### src/cce_pkg.sv
package cce_pkg;
    // APB byte addresses of the register words
    localparam logic [7:0] ADDR_CTRL    = 8'h00;
    localparam logic [7:0] ADDR_STATUS  = 8'h04;
    localparam logic [7:0] ADDR_CLEAR   = 8'h08;
    localparam logic [7:0] ADDR_ENABLE  = 8'h0C;
    localparam logic [7:0] ADDR_AVAIL   = 8'h10;

    // Control register field positions
    localparam int BIT_ON      = 15;
    localparam int BIT_OE      = 14;
    localparam int BIT_INV     = 13;
    localparam int BIT_EVT     = 9;
    localparam int BIT_RES     = 8;
    localparam int BIT_EDGE_HI = 7;
    localparam int BIT_EDGE_LO = 6;
    localparam int BIT_REF     = 4;
    localparam int BIT_CH_HI   = 1;
    localparam int BIT_CH_LO   = 0;

    localparam logic [15:0] CTRL_RESET = 16'h0000;
    // Bits that software may write (event flag handled separately)
    localparam logic [15:0] CTRL_WMASK = 16'hE0D3;

    // Status / interrupt bit positions
    localparam int ST_EVENT = 0;
    localparam int ST_TOGGLE = 1;
    localparam int ST_W = 2;

    // Edge select encodings
    localparam logic [1:0] EDGE_NONE = 2'h0;
    localparam logic [1:0] EDGE_RISE = 2'h1;
    localparam logic [1:0] EDGE_FALL = 2'h2;
    localparam logic [1:0] EDGE_ANY  = 2'h3;

    // Default availability: every channel and the reference present
    localparam logic [4:0] AVAIL_RESET = 5'h1F;
endpackage

### src/cce_top.sv
`timescale 1ns/100ps
module cce_top (
    input  wire logic        clk_i,
    input  wire logic        rst_i,
    input  wire logic        psel_i,
    input  wire logic        penable_i,
    input  wire logic        pwrite_i,
    input  wire logic [7:0]  paddr_i,
    input  wire logic [31:0] pwdata_i,
    input  wire logic [3:0]  pstrb_i,
    output logic      [31:0] prdata_o,
    output logic             pready_o,
    output logic             pslverr_o,
    input  wire logic        cmp_raw_i,
    output logic             cmp_enable_o,
    output logic             ref_sel_o,
    output logic      [1:0]  chan_sel_o,
    output logic             ref_gnd_o,
    output logic             chan_gnd_o,
    output logic             comparator_output_pin_o,
    output logic             comparator_output_pin_oe_o,
    output logic             trigger_o,
    output logic             irq_o
);
    logic [15:0]        ctrl_reg;
    logic [15:0]        ctrl_next;
    logic               res_reg;
    logic               prev_reg;
    logic               flag_reg;
    logic               flag_next;
    logic [cce_pkg::ST_W-1:0] stat_reg;
    logic [cce_pkg::ST_W-1:0] stat_next;
    logic [cce_pkg::ST_W-1:0] ien_reg;
    logic [4:0]         avail_reg;
    logic [31:0]        rdata_reg;
    logic               ready_reg;
    logic               err_reg;
    logic               trig_reg;
    logic               irq_reg;
    logic               pin_reg;
    logic               pin_oe_reg;
    logic               on_reg;
    logic               refs_reg;
    logic [1:0]         chs_reg;
    logic               refg_reg;
    logic               chg_reg;

    // APB decode; access phase completes with zero wait states
    wire        setup_w   = psel_i && !penable_i;
    wire        wr_w      = setup_w && pwrite_i;
    wire        rd_w      = setup_w && !pwrite_i;
    wire        hit_ctrl  = paddr_i == cce_pkg::ADDR_CTRL;
    wire        hit_stat  = paddr_i == cce_pkg::ADDR_STATUS;
    wire        hit_clr   = paddr_i == cce_pkg::ADDR_CLEAR;
    wire        hit_en    = paddr_i == cce_pkg::ADDR_ENABLE;
    wire        hit_av    = paddr_i == cce_pkg::ADDR_AVAIL;
    wire        mapped_w  = hit_ctrl || hit_stat || hit_clr || hit_en || hit_av;
    wire        wr_ctrl   = wr_w && hit_ctrl;
    wire        wr_lo     = wr_ctrl && pstrb_i[0];
    wire        wr_hi     = wr_ctrl && pstrb_i[1];
    wire [15:0] lane_mask = {{8{wr_hi}}, {8{wr_lo}}};

    // Control fields
    wire        on_w    = ctrl_reg[cce_pkg::BIT_ON];
    wire        oe_w    = ctrl_reg[cce_pkg::BIT_OE];
    wire        inv_w   = ctrl_reg[cce_pkg::BIT_INV];
    wire [1:0]  edge_w  = ctrl_reg[cce_pkg::BIT_EDGE_HI:cce_pkg::BIT_EDGE_LO];
    wire        ref_w   = ctrl_reg[cce_pkg::BIT_REF];
    wire [1:0]  ch_w    = ctrl_reg[cce_pkg::BIT_CH_HI:cce_pkg::BIT_CH_LO];

    // Polarity-adjusted result; held low while the comparator is off
    wire        adj_w   = on_w && (cmp_raw_i ^ inv_w);
    wire        rise_w  = adj_w && !prev_reg;
    wire        fall_w  = !adj_w && prev_reg;
    wire        hit_edge_w = (edge_w == cce_pkg::EDGE_ANY  && (rise_w || fall_w))
                      || (edge_w == cce_pkg::EDGE_FALL && fall_w)
                      || (edge_w == cce_pkg::EDGE_RISE && rise_w);
    // Blocked while the flag stands, so one event per software clear
    wire        event_w = on_w && hit_edge_w && !flag_reg;
    // Change status is also held off while the flag stands, so no interrupt slips past it
    wire        toggle_w = on_w && (rise_w || fall_w) && !flag_reg;

    // Flag clear by writing zero; a simultaneous event wins
    wire        flag_clr = wr_hi && !pwdata_i[cce_pkg::BIT_EVT];
    assign flag_next = event_w ? 1'b1 : (flag_clr ? 1'b0 : flag_reg);

    // Writable fields only; unimplemented bits never stored
    assign ctrl_next = (ctrl_reg & ~(cce_pkg::CTRL_WMASK & lane_mask))
                     | (pwdata_i[15:0] & cce_pkg::CTRL_WMASK & lane_mask);

    // Sticky interrupt status; set beats write-one-to-clear
    wire [cce_pkg::ST_W-1:0] ev_vec = {toggle_w, event_w};
    wire [cce_pkg::ST_W-1:0] clr_vec = (wr_w && hit_clr && pstrb_i[0])
                                     ? pwdata_i[cce_pkg::ST_W-1:0]
                                     : {cce_pkg::ST_W{1'b0}};
    assign stat_next = ev_vec | (stat_reg & ~clr_vec);

    // Selected input missing on this package: ground it
    wire        ref_gnd_w = !avail_reg[4] && ref_w;
    wire        ch_gnd_w  = !avail_reg[ch_w];

    // Read view of the control word
    wire [15:0] ctrl_view = {ctrl_reg[15:13], 3'h0, flag_reg, res_reg,
                             ctrl_reg[7:6], 1'h0, ctrl_reg[4], 2'h0,
                             ctrl_reg[1:0]};
    wire [31:0] rd_mux =
        hit_ctrl ? {16'h0000, ctrl_view} :
        hit_stat ? {{(32-cce_pkg::ST_W){1'b0}}, stat_reg} :
        hit_en   ? {{(32-cce_pkg::ST_W){1'b0}}, ien_reg} :
        hit_av   ? {27'h0000000, avail_reg} : 32'h00000000;

    // Control and flag storage
    always_ff @(posedge clk_i) begin
        if (rst_i) begin
            ctrl_reg <= cce_pkg::CTRL_RESET;
            flag_reg <= 1'b0;
        end else begin
            ctrl_reg <= ctrl_next;
            flag_reg <= flag_next;
        end
    end

    // Latched result and edge history
    always_ff @(posedge clk_i) begin
        if (rst_i) begin
            res_reg  <= 1'b0;
            prev_reg <= 1'b0;
        end else begin
            res_reg  <= adj_w;
            prev_reg <= adj_w;
        end
    end

    // Interrupt status, enable and package availability
    always_ff @(posedge clk_i) begin
        if (rst_i) begin
            stat_reg  <= '0;
            ien_reg   <= '0;
            avail_reg <= cce_pkg::AVAIL_RESET;
        end else begin
            stat_reg <= stat_next;
            if (wr_w && hit_en && pstrb_i[0]) begin
                ien_reg <= pwdata_i[cce_pkg::ST_W-1:0];
            end
            if (wr_w && hit_av && pstrb_i[0]) begin
                avail_reg <= pwdata_i[4:0];
            end
        end
    end

    // APB answer registered in setup so it stands through access
    always_ff @(posedge clk_i) begin
        if (rst_i) begin
            rdata_reg <= 32'h00000000;
            ready_reg <= 1'b0;
            err_reg   <= 1'b0;
        end else begin
            ready_reg <= setup_w;
            err_reg   <= setup_w && !mapped_w;
            rdata_reg <= rd_w ? rd_mux : 32'h00000000;
        end
    end

    // Analog-side and pin outputs, all registered
    always_ff @(posedge clk_i) begin
        if (rst_i) begin
            on_reg     <= 1'b0;
            refs_reg   <= 1'b0;
            chs_reg    <= 2'h0;
            refg_reg   <= 1'b0;
            chg_reg    <= 1'b0;
            pin_reg    <= 1'b0;
            pin_oe_reg <= 1'b0;
            trig_reg   <= 1'b0;
            irq_reg    <= 1'b0;
        end else begin
            on_reg     <= on_w;
            refs_reg   <= ref_w;
            chs_reg    <= ch_w;
            refg_reg   <= ref_gnd_w;
            chg_reg    <= ch_gnd_w;
            pin_reg    <= oe_w && adj_w;
            pin_oe_reg <= oe_w;
            trig_reg   <= event_w;
            irq_reg    <= |(stat_next & ien_reg);
        end
    end

    assign prdata_o                   = rdata_reg;
    assign pready_o                   = ready_reg;
    assign pslverr_o                  = err_reg;
    assign cmp_enable_o               = on_reg;
    assign ref_sel_o                  = refs_reg;
    assign chan_sel_o                 = chs_reg;
    assign ref_gnd_o                  = refg_reg;
    assign chan_gnd_o                 = chg_reg;
    assign comparator_output_pin_o    = pin_reg;
    assign comparator_output_pin_oe_o = pin_oe_reg;
    assign trigger_o                  = trig_reg;
    assign irq_o                      = irq_reg;
endmodule // cce_top

### config.mk
export PLATFORM = sky130hd
export DESIGN_NAME = cce_top
export DESIGN_NICKNAME = d
export VERILOG_FILES = /design/src/cce_pkg.sv /design/src/cce_top.sv
export SDC_FILE = /design/constraint.sdc
export NUM_CORES = 1
export LEC_CHECK = 0
export ABC_CLOCK_PERIOD_IN_PS = 2600
export BUFFER_PORTS_ARGS = -buffer_cell sky130_fd_sc_hd__buf_2
export CORE_MARGIN = 3
export CORE_UTILIZATION = 45
export CTS_CLUSTER_DIAMETER = 60
export DETAILED_ROUTE_END_ITERATION = 8
export GPL_ROUTABILITY_DRIVEN = 0
export GPL_TIMING_DRIVEN = 1
export PLACE_DENSITY_LB_ADDON = 0.2
export SLEW_MARGIN = 10
export SYNTH_ARGS = -nofsm -noshare
export SYNTH_HDL_FRONTEND = slang
export SYNTH_SLANG_ARGS = --single-unit
### constraint.sdc
create_clock -name clk_i -period 2.6 [get_ports clk_i]
set_clock_uncertainty 0.15 [all_clocks]
set_input_delay 0.13 -clock clk_i [delete_from_list [all_inputs] [get_ports clk_i]]
set_output_delay 0.13 -clock clk_i [all_outputs]
set_load 0.02 [all_outputs]
==> reports/metrics.cfg, run 1 <==
[status]
status=completed

[logic_synthesis]
synth.distinct_cells=39
synth_edf_count=0
ys_seq_elements=43
synth_top_area_share_pct=45.20
seq_area_frac_synth_pct=45.20
ys_top_cells_by_area=dfxtp_1, buf_4, mux2i_1
synth_cells=189
yosys.area.top_type=dfxtp_1
synth.avg_cell_area_sq_um=10.08
netlist_area_sq_mm=0.001904
synth.most_common_cell=dfxtp_1
ys_async_sr_fraction_pct=0
synth_common_cells=dfxtp_1, buf_4, nor2_1
synth-warning-count=0
synth_ff_type=dfxtp_1

[cts]
clockBufferDepth=2
cts_tree=done
path_clk_slew_ns=0.07
numCtsBuffers=5
cts_max_level=2
clockRootBuffer=clkbuf_8
cts.sinks=43
insertion_delay_ns=0.29
postCtsSetupBuffers=0

[routing]
wl_met2_mm=1.640
initialDrtViolationCount=76
vias_per_cell=4.739
wl_per_cell_microns=12.25
vias=1417
wl_mm=3.662
firstDrtPassIters=4
top_layer_used=met4
ant_nets=0
drc=0
m1WireLength_mm=1.680
met3_length_microns=276

[global_route]
gr-usage-all-layers_pct=15.31
gr-total-overflow=0
grt_antenna_before_repair=0
grt_pass1_wl_mm=6.072
grt_pass1_vias=1380
grt_max_degree=26

[critical_path]
crit_arrival_ns=2.29
criticalPathCategory=in -> reg
crit_chain=dlygate4sd3_1, buf_2, or3b_2, or4_4, nor2_2, a22o_1
worstSetupEndpointType=flop
critical_path_required_ns=2.69
max_stage_delay_ns=0.55
slowest_stage=or4_4
critPathLaunchType=input pin
cp_max_fo=7

[min_path]
holdCritPathClass=in -> reg

[final_layout]
area_growth_pct=17.81
final_util_pct=55.68
fin_nets=301
diodes=0
drive_gt1_share_pct=27.71

[floorplanning]
fp.dieArea_sq_mm=0.005048
rows=23
die_h_microns=71.05
start_util_pct=47.27
die_w_microns=71.05
ioPinCount=94
core-area_sq_mm=0.004029

[timing]
finalSetupViolations=0
finalMaxSlewViolations=0
rsz0062_at_grt=false
post-route-period-util_pct=84.50
hold_violations=0
fin_tns_setup_ns=0
fmax_ghz=0.4552
finalCriticalPeriod_ns=2.197
slew_headroom_pct=62.61
tightest_slew_ns=0.5558

[placement]
port_buffers=50
hpwl_mm=2.610

[flow_run]
drv_cap=0

[pwr]
power_density_mw_per_mm2=529.1
ir_drop_mv=0.2637
p_leak_nw=1.050

-- cell type report --
class	count	area [sq um]
Clock buffer	6	82.58
Clock inverter	1	5.005
Sequential cell	43	860.8
Tap cell	50	62.56
Inverter	6	22.52
Timing Repair Buffer	63	377.9
Fill cell	385	1785
Multi-Input combinational cell	130	832.0
-- layout by cell type, fill, tap and decap left out, types with 2 or more instances in the layout --
| cell type | n |
|---|---|
| mux2i_1 | 11 |
| nand4b_1 | 3 |
| and2_1 | 10 |
| inv_1 | 6 |
| conb_1 | 20 |
| nor3_1 | 8 |
| nor4_4 | 2 |
| nand2_1 | 4 |
| or3b_2 | 2 |
| a21oi_1 | 9 |
| nand2b_1 | 4 |
| buf_2 | 50 |
| dlygate4sd3_1 | 12 |
| a22o_1 | 2 |
| nor3b_1 | 2 |
| ha_1 | 2 |
| or4_4 | 3 |
| nor2b_1 | 7 |
| nand3_1 | 3 |
| nor4_1 | 2 |
| o21ai_0 | 3 |
| dfxtp_1 | 43 |
| clkbuf_8 | 6 |
| nor2_1 | 20 |
-- worst paths after layout --
kind	to	slack, ns	cells after the start	from
min	prev_reg	0.02	3	cmp_raw_i
max reg2reg	irq_o	0.83	8	flop
max	prdata_o[4]	0.40	6	penable_i
min reg2reg	ref_gnd_o	0.30	1	avail_reg[4]
-- cells by family after synthesis --
group / count (synthesis) / share of synthesized area (%)
DFF: 43 / 45.20
AOI/OAI and AO/OA: 19 / 6.176
and+or+nand+nor: 76 / 24.84
xor gates and xnor gates: 1 / 0.4600
other: 1 / 0.1969
muxes: 12 / 6.965
buffers and inverters: 35 / 14.85
adders and majority gates: 2 / 1.314
-- stage by stage --
stage                     hold WS, ns  cells  area, sq um  setup WS [ns]  power (mW)
final                         0.02197    299         2243         0.4030       1.187
after floorplan                0.1104    208         1976         0.7575      0.7654
after CTS                     0.01224    299         2243         0.4227       1.204
after global routing          0.01794    299         2243         0.3321       1.233
after detailed placement       0.2079    280         2036         0.6174      0.7605
after global placement         0.2034    280         2036         0.6102      0.7611
-- power by group --
group / leakage (nW) / switching [mW] / internal, mW
sequential: 0.347 / 0.000284 / 0.659
clock: 0.0470 / 0.219 / 0.208
combinational: 0.656 / 0.0633 / 0.0374
-- metal layers --
metal  global-route usage (%)  vias to the layer above
met2                    25.54                       54
met5                        0                        -
met3                    4.261                        7
met1                    18.58                      638
li1                         -                      718
met4                    6.263                        0
-- worst max-delay path: cells and delay by family --
family | cells | cell delay, ns
simple gates | 3 | 1.31
buf+inv | 2 | 0.67
compound gates | 1 | 0.18
-- what timing repair did --
| item | in CTS | in global routing |
|---|---|---|
| endpoints found under the hold margin | 17 | 0 |
| resized for setup | 0 | 0 |
| hold buffers | 12 | 0 |
Power figures use the tool's default switching activity.
==> run 2, diff against run 1 <==
--- a/config.mk
+++ b/config.mk
@@ -5,7 +5,7 @@
 export SDC_FILE = /design/constraint.sdc
 export NUM_CORES = 1
 export LEC_CHECK = 0
-export ABC_CLOCK_PERIOD_IN_PS = 2600
+export ABC_CLOCK_PERIOD_IN_PS = 2100
 export BUFFER_PORTS_ARGS = -buffer_cell sky130_fd_sc_hd__buf_2
 export CORE_MARGIN = 3
 export CORE_UTILIZATION = 45
==> constraint.sdc (replaced) <==
create_clock -name clk_i -period 2.1 [get_ports clk_i]
set_clock_uncertainty 0.15 [all_clocks]
set_input_delay 0.105 -clock clk_i [delete_from_list [all_inputs] [get_ports clk_i]]
set_output_delay 0.105 -clock clk_i [all_outputs]
set_load 0.02 [all_outputs]
==> run 2 against run 1 <==
Critical path type unchanged. First-iteration DRC count decreased by 58%. Routed wire length decreased by 0.98%. Global-route usage is 0.17 points lower. Final cell count is 1.0% higher. Via count shrank 0.35%. Non-clock buffer count up 2. Setup slack lost 0.18 ns. Hold slack worse by 0.012 ns.
==> reports/metrics.cfg, run 2 (synthesis results as in run 1) <==
[critical_path]
critPathLaunchType=input pin
rr_endpoint=irq_o
r2r_slack_ns=0.33
ff2ff_path_depth=8
criticalPathCategory=in -> reg
critical_path_required_ns=2.14
path_delay_family=buffers and inverters
cp_max_fo=2
slowest_stage=dlygate4sd3_1
worstSetupEndpointType=flop
crit_arrival_ns=1.92
max_stage_delay_ns=0.53
crit_chain=dlygate4sd3_1, buf_2, xor2_1, nand2_1, inv_1, ha_1, nand2b_1, nand3_1, o2bb2ai_1, a22o_1
critical_path_buf_inv_count=3
startpoint=cmp_raw_i

[placement]
hpwl_mm=2.648
port_buffers=50
preCtsSetupSlack_ns=0.1449

[floorplanning]
die_h_microns=71.05
die_w_microns=71.05
rows=23
start_util_pct=47.27
core-area_sq_mm=0.004029
ioPinCount=94
fp.dieArea_sq_mm=0.005048

[routing]
vias=1412
firstDrtPassIters=4
ant_nets=0
wl_per_cell_microns=12.01
initialDrtViolationCount=32
vias_per_cell=4.675
drc=0
wl_mm=3.626

[timing]
slew_headroom_pct=64.06
rsz0062_at_grt=false
fin_ws_ns=0.2201
hold_violations=0
finalMaxSlewViolations=0
fmax_ghz=0.5319
fin_tns_setup_ns=0
finalSetupViolations=0
post-route-period-util_pct=89.52
finalCriticalPeriod_ns=1.880
tightest_slew_ns=0.5350

[cts]
cts_max_level=2
numCtsBuffers=5
path_clk_slew_ns=0.08
insertion_delay_ns=0.29
postCtsSetupBuffers=0
clockBufferDepth=2
cts_tree=done
clockRootBuffer=clkbuf_8
cts.sinks=43

[pwr]
power_density_mw_per_mm2=691.0
p_leak_nw=1.068
ir_drop_mv=0.3065

[min_path]
hold_depth=3
holdCritPathClass=in -> reg
worstHoldStart=pwrite_i
hold_end=prdata_o[1]

[final_layout]
fin_nets=303
area_growth_pct=20.04
final_cell_mix=buf_2, dfxtp_1, nor2_1, conb_1, dlygate4sd3_1
final_common_cell=buf_2
diodes=0
drive_gt1_share_pct=28.17

[global_route]
grt_pass1_vias=1351
grt_antenna_before_repair=0
grt_use_met3_pct=4.261
grt_pass1_wl_mm=6.023
gr-usage-all-layers_pct=15.15
gr-total-overflow=0
grt-busiest-layer=met2
met2_usage_pct=24.82
grt_max_degree=26
use_met1_pct=18.43

[flow_run]
drv_cap=0

[status]
status=completed

==> run 2: changes by cell type in the layout (fill, tap and decap cells not counted) <==
cell | before | now
buf_4 | 1 | 2
bufinv_16 | 0 | 1
clkbuf_8 | 6 | 5
clkinv_4 | 0 | 1
dlygate4sd3_1 | 12 | 13
==> run 2: report_power, final <==
| group | switching [mW] | internal (mW) | leakage (nW) | total (mW) |
|---|---|---|---|---|
| Combinational | 0.0781 | 0.0472 | 0.664 | 0.125 |
| Sequential | 0.000353 | 0.816 | 0.347 | 0.816 |
| Clock | 0.284 | 0.354 | 0.0581 | 0.638 |
| Total | 0.362 | 1.22 | 1.07 | 1.58 |
==> run 2: layout make-up <==
class,instances,area (sq um)
well taps,50,62.56
inverters,6,22.52
clock inverters,3,43.79
multi-input cells,130,832.0
flip-flops and latches,43,860.8
clock buffers,5,68.82
fillers,380,1743
repair buffers,65,395.4
==> run 2: per-layer routing <==
layer  vias up  share of wire, %
met5         -                 0
met4         0               1.3
met3         4               7.1
met2        56                46
met1       633                46
li1        719                 -
==> run 2: through the flow <==
| step | hold WS (ns) | area [sq um] | power, mW | util (%) | cells |
|---|---|---|---|---|---|
| after floorplan | 0.08538 | 1976 | 0.9476 | - | 208 |
| final | 0.01001 | 2286 | 1.580 | 56.74 | 302 |
| after global placement | 0.1786 | 2043 | 0.9423 | 50.71 | 281 |
| after CTS | 0.001129 | 2286 | 1.601 | 56.74 | 302 |
| after global routing | 0.02376 | 2286 | 1.646 | 56.74 | 302 |
| after detailed placement | 0.1824 | 2043 | 0.9412 | 50.71 | 281 |
==> run 2: what timing repair did <==
item                      4_1_cts  5_1_grt
hold buffers                   13        0
hold endpoints to repair       19        0
gates resized for setup         0        0
==> run 2: worst max path at each step <==
| stage | end | slack, ns | cells past startpoint |
|---|---|---|---|
| floorplan | flop | 0.28 | 6 |
| global placement | prdata_o[4] | 0.14 | 5 |
| detailed placement | prdata_o[4] | 0.14 | 5 |
| CTS | irq_o | 0.23 | 10 |
| global route | irq_o | 0.10 | 10 |
| finish | irq_o | 0.22 | 10 |
==> run 2: worst reg2reg max path: cells and delay by family (launching register included) <==
| family | cells | cell delay [ns] |
|---|---|---|
| adder cells (fa/ha/maj) | 1 | 0.27 |
| XOR/XNOR | 1 | 0.17 |
| flip-flops | 1 | 0.33 |
| AND/OR/NAND/NOR | 3 | 0.29 |
| buffers and inverters | 1 | 0.05 |
| AO/OA/AOI/OAI | 2 | 0.40 |
==> run 3, diff against run 2 <==
--- a/config.mk
+++ b/config.mk
@@ -7,6 +7,7 @@
 export LEC_CHECK = 0
 export ABC_CLOCK_PERIOD_IN_PS = 2100
 export BUFFER_PORTS_ARGS = -buffer_cell sky130_fd_sc_hd__buf_2
+export CORE_ASPECT_RATIO = 1.25
 export CORE_MARGIN = 3
 export CORE_UTILIZATION = 45
 export CTS_CLUSTER_DIAMETER = 60
@@ -14,6 +15,7 @@
 export GPL_ROUTABILITY_DRIVEN = 0
 export GPL_TIMING_DRIVEN = 1
 export PLACE_DENSITY_LB_ADDON = 0.2
+export SKIP_CTS_REPAIR_TIMING = 1
 export SLEW_MARGIN = 10
 export SYNTH_ARGS = -nofsm -noshare
 export SYNTH_HDL_FRONTEND = slang
==> run 3 against run 2 <==
The run now ends with hold timing left. Sequential share of layout area up 0.083 points. Combinational power about the same. Clock power about the same. Maximum frequency up 7.6%. Clock-buffer cell count unchanged. Hold slack worse by 0.019 ns. Setup slack better by 0.13 ns. Core utilization up 1.1 points. Routed wire length up 0.94%. Global-route usage down 0.087 points. Non-clock buffer count down 1. Highest routed layer unchanged.
==> reports/metrics.cfg, run 3 (synthesis results as in run 1) <==
[min_path]
hold_depth=3
holdCritPathClass=in -> reg
worstHoldStart=cmp_raw_i
hold_end=prev_reg

[critical_path]
crit_arrival_ns=1.79
cp_max_fo=3
criticalPathCategory=reg -> reg
ff2ff_path_depth=8
worstSetupEndpointType=flop
critPathLaunchType=flop
rr_endpoint=irq_o
critical_path_required_ns=2.14
r2r_slack_ns=0.35

[pwr]
power_density_mw_per_mm2=691.7
p_leak_nw=1.064
ir_drop_mv=0.3672

[flow_run]
drv_cap=0

[routing]
firstDrtPassIters=6
vias_per_cell=4.597
vias=1402
initialDrtViolationCount=35
wl_mm=3.660
drc=0
wl_per_cell_microns=12.00
ant_nets=0

[global_route]
gr-usage-all-layers_pct=15.06
grt_max_degree=26
grt_antenna_before_repair=0
grt_pass1_vias=1252
grt_pass1_wl_mm=5.865
gr-total-overflow=0

[cts]
cts_tree=done
clockRootBuffer=clkbuf_8
insertion_delay_ns=0.30
cts.sinks=43
clockBufferDepth=2
cts_max_level=2
path_clk_slew_ns=0.08
numCtsBuffers=5

[floorplanning]
start_util_pct=48.32
die_h_microns=78.73
rows=25
die_w_microns=64.19
ioPinCount=94
fp.dieArea_sq_mm=0.005053
core-area_sq_mm=0.003941

[final_layout]
final_cell_mix=buf_2, dfxtp_1, nor2_1, conb_1, dlygate4sd3_1
final_common_cell=buf_2
final_util_pct=57.87
diodes=0
drive_gt1_share_pct=28.29
area_growth_pct=19.78
fillers=413
fin_nets=302

[timing]
fmax_ghz=0.5721
post-route-period-util_pct=83.23
finalMaxSlewViolations=0
slew_headroom_pct=64.94
hold_violations=1
finalCriticalPeriod_ns=1.748
rsz0062_at_grt=false
fin_tns_setup_ns=0
tightest_slew_ns=0.5220
hold_ws_ns=-0.008548
finalSetupViolations=0

[status]
violations=hold timing
status=complete, but fails checks

[placement]
port_buffers=50
hpwl_mm=2.662

[run 3: routing by layer]
layer | global-route usage, % | up-vias | wire length [microns]
met2 | 24.30 | 60 | 1706
met3 | 4.668 | 4 | 295
li1 | - | 717 | -
met4 | 6.977 | 0 | 44
met5 | 0 | - | 0
met1 | 18.22 | 621 | 1614
[run 3: stage by stage]
step	power (mW)	instance area [sq um]	hold WS (ns)	setup slack (ns)	cells
global placement	0.9416	2048	0.1778	0.1647	285
floorplan	0.9476	1976	0.08538	0.2825	208
global route	1.643	2281	0.007191	0.2267	305
finish	1.578	2281	-0.008548	0.3522	305
CTS	1.580	2161	-0.1285	0.3338	293
detailed placement	0.9418	2048	0.1827	0.1569	285
[run 3: worst max path at each step]
stage,from,endpoint,slack [ns]
2_1_floorplan,paddr_i[7],flop,0.28
3_3_place_gp,paddr_i[7],prdata_o[4],0.16
3_5_place_dp,paddr_i[7],prdata_o[4],0.16
4_1_cts,flop,irq_o,0.33
5_1_grt,pwdata_i[0],irq_o,0.23
6_report,flop,irq_o,0.35
[run 3: final cells by class]
type / instances / area (sq um) / area share (%)
sequential: 43 / 860.8 / 37.74
inverter: 6 / 22.52 / 0.9874
clock inverter: 3 / 43.79 / 1.920
clock buffer: 5 / 68.82 / 3.017
tap: 54 / 67.56 / 2.962
multi-input combinational: 130 / 832.0 / 36.48
timing repair buffer: 64 / 385.4 / 16.90
[run 3: critical path, cell delays in order, from the launching register on]
cell and delay (ns):
dfxtp_1 0.33, xor2_1 0.17, nand2_1 0.09, inv_1 0.05, ha_1 0.28, nand2b_1 0.10, nand3_1 0.09, o2bb2ai_1 0.15
a22o_1 0.24
[run 3: report_power, final]
part	internal (mW)	switching (mW)
sequential	0.816	0.000316
clock	0.354	0.284
combinational	0.0460	0.0776
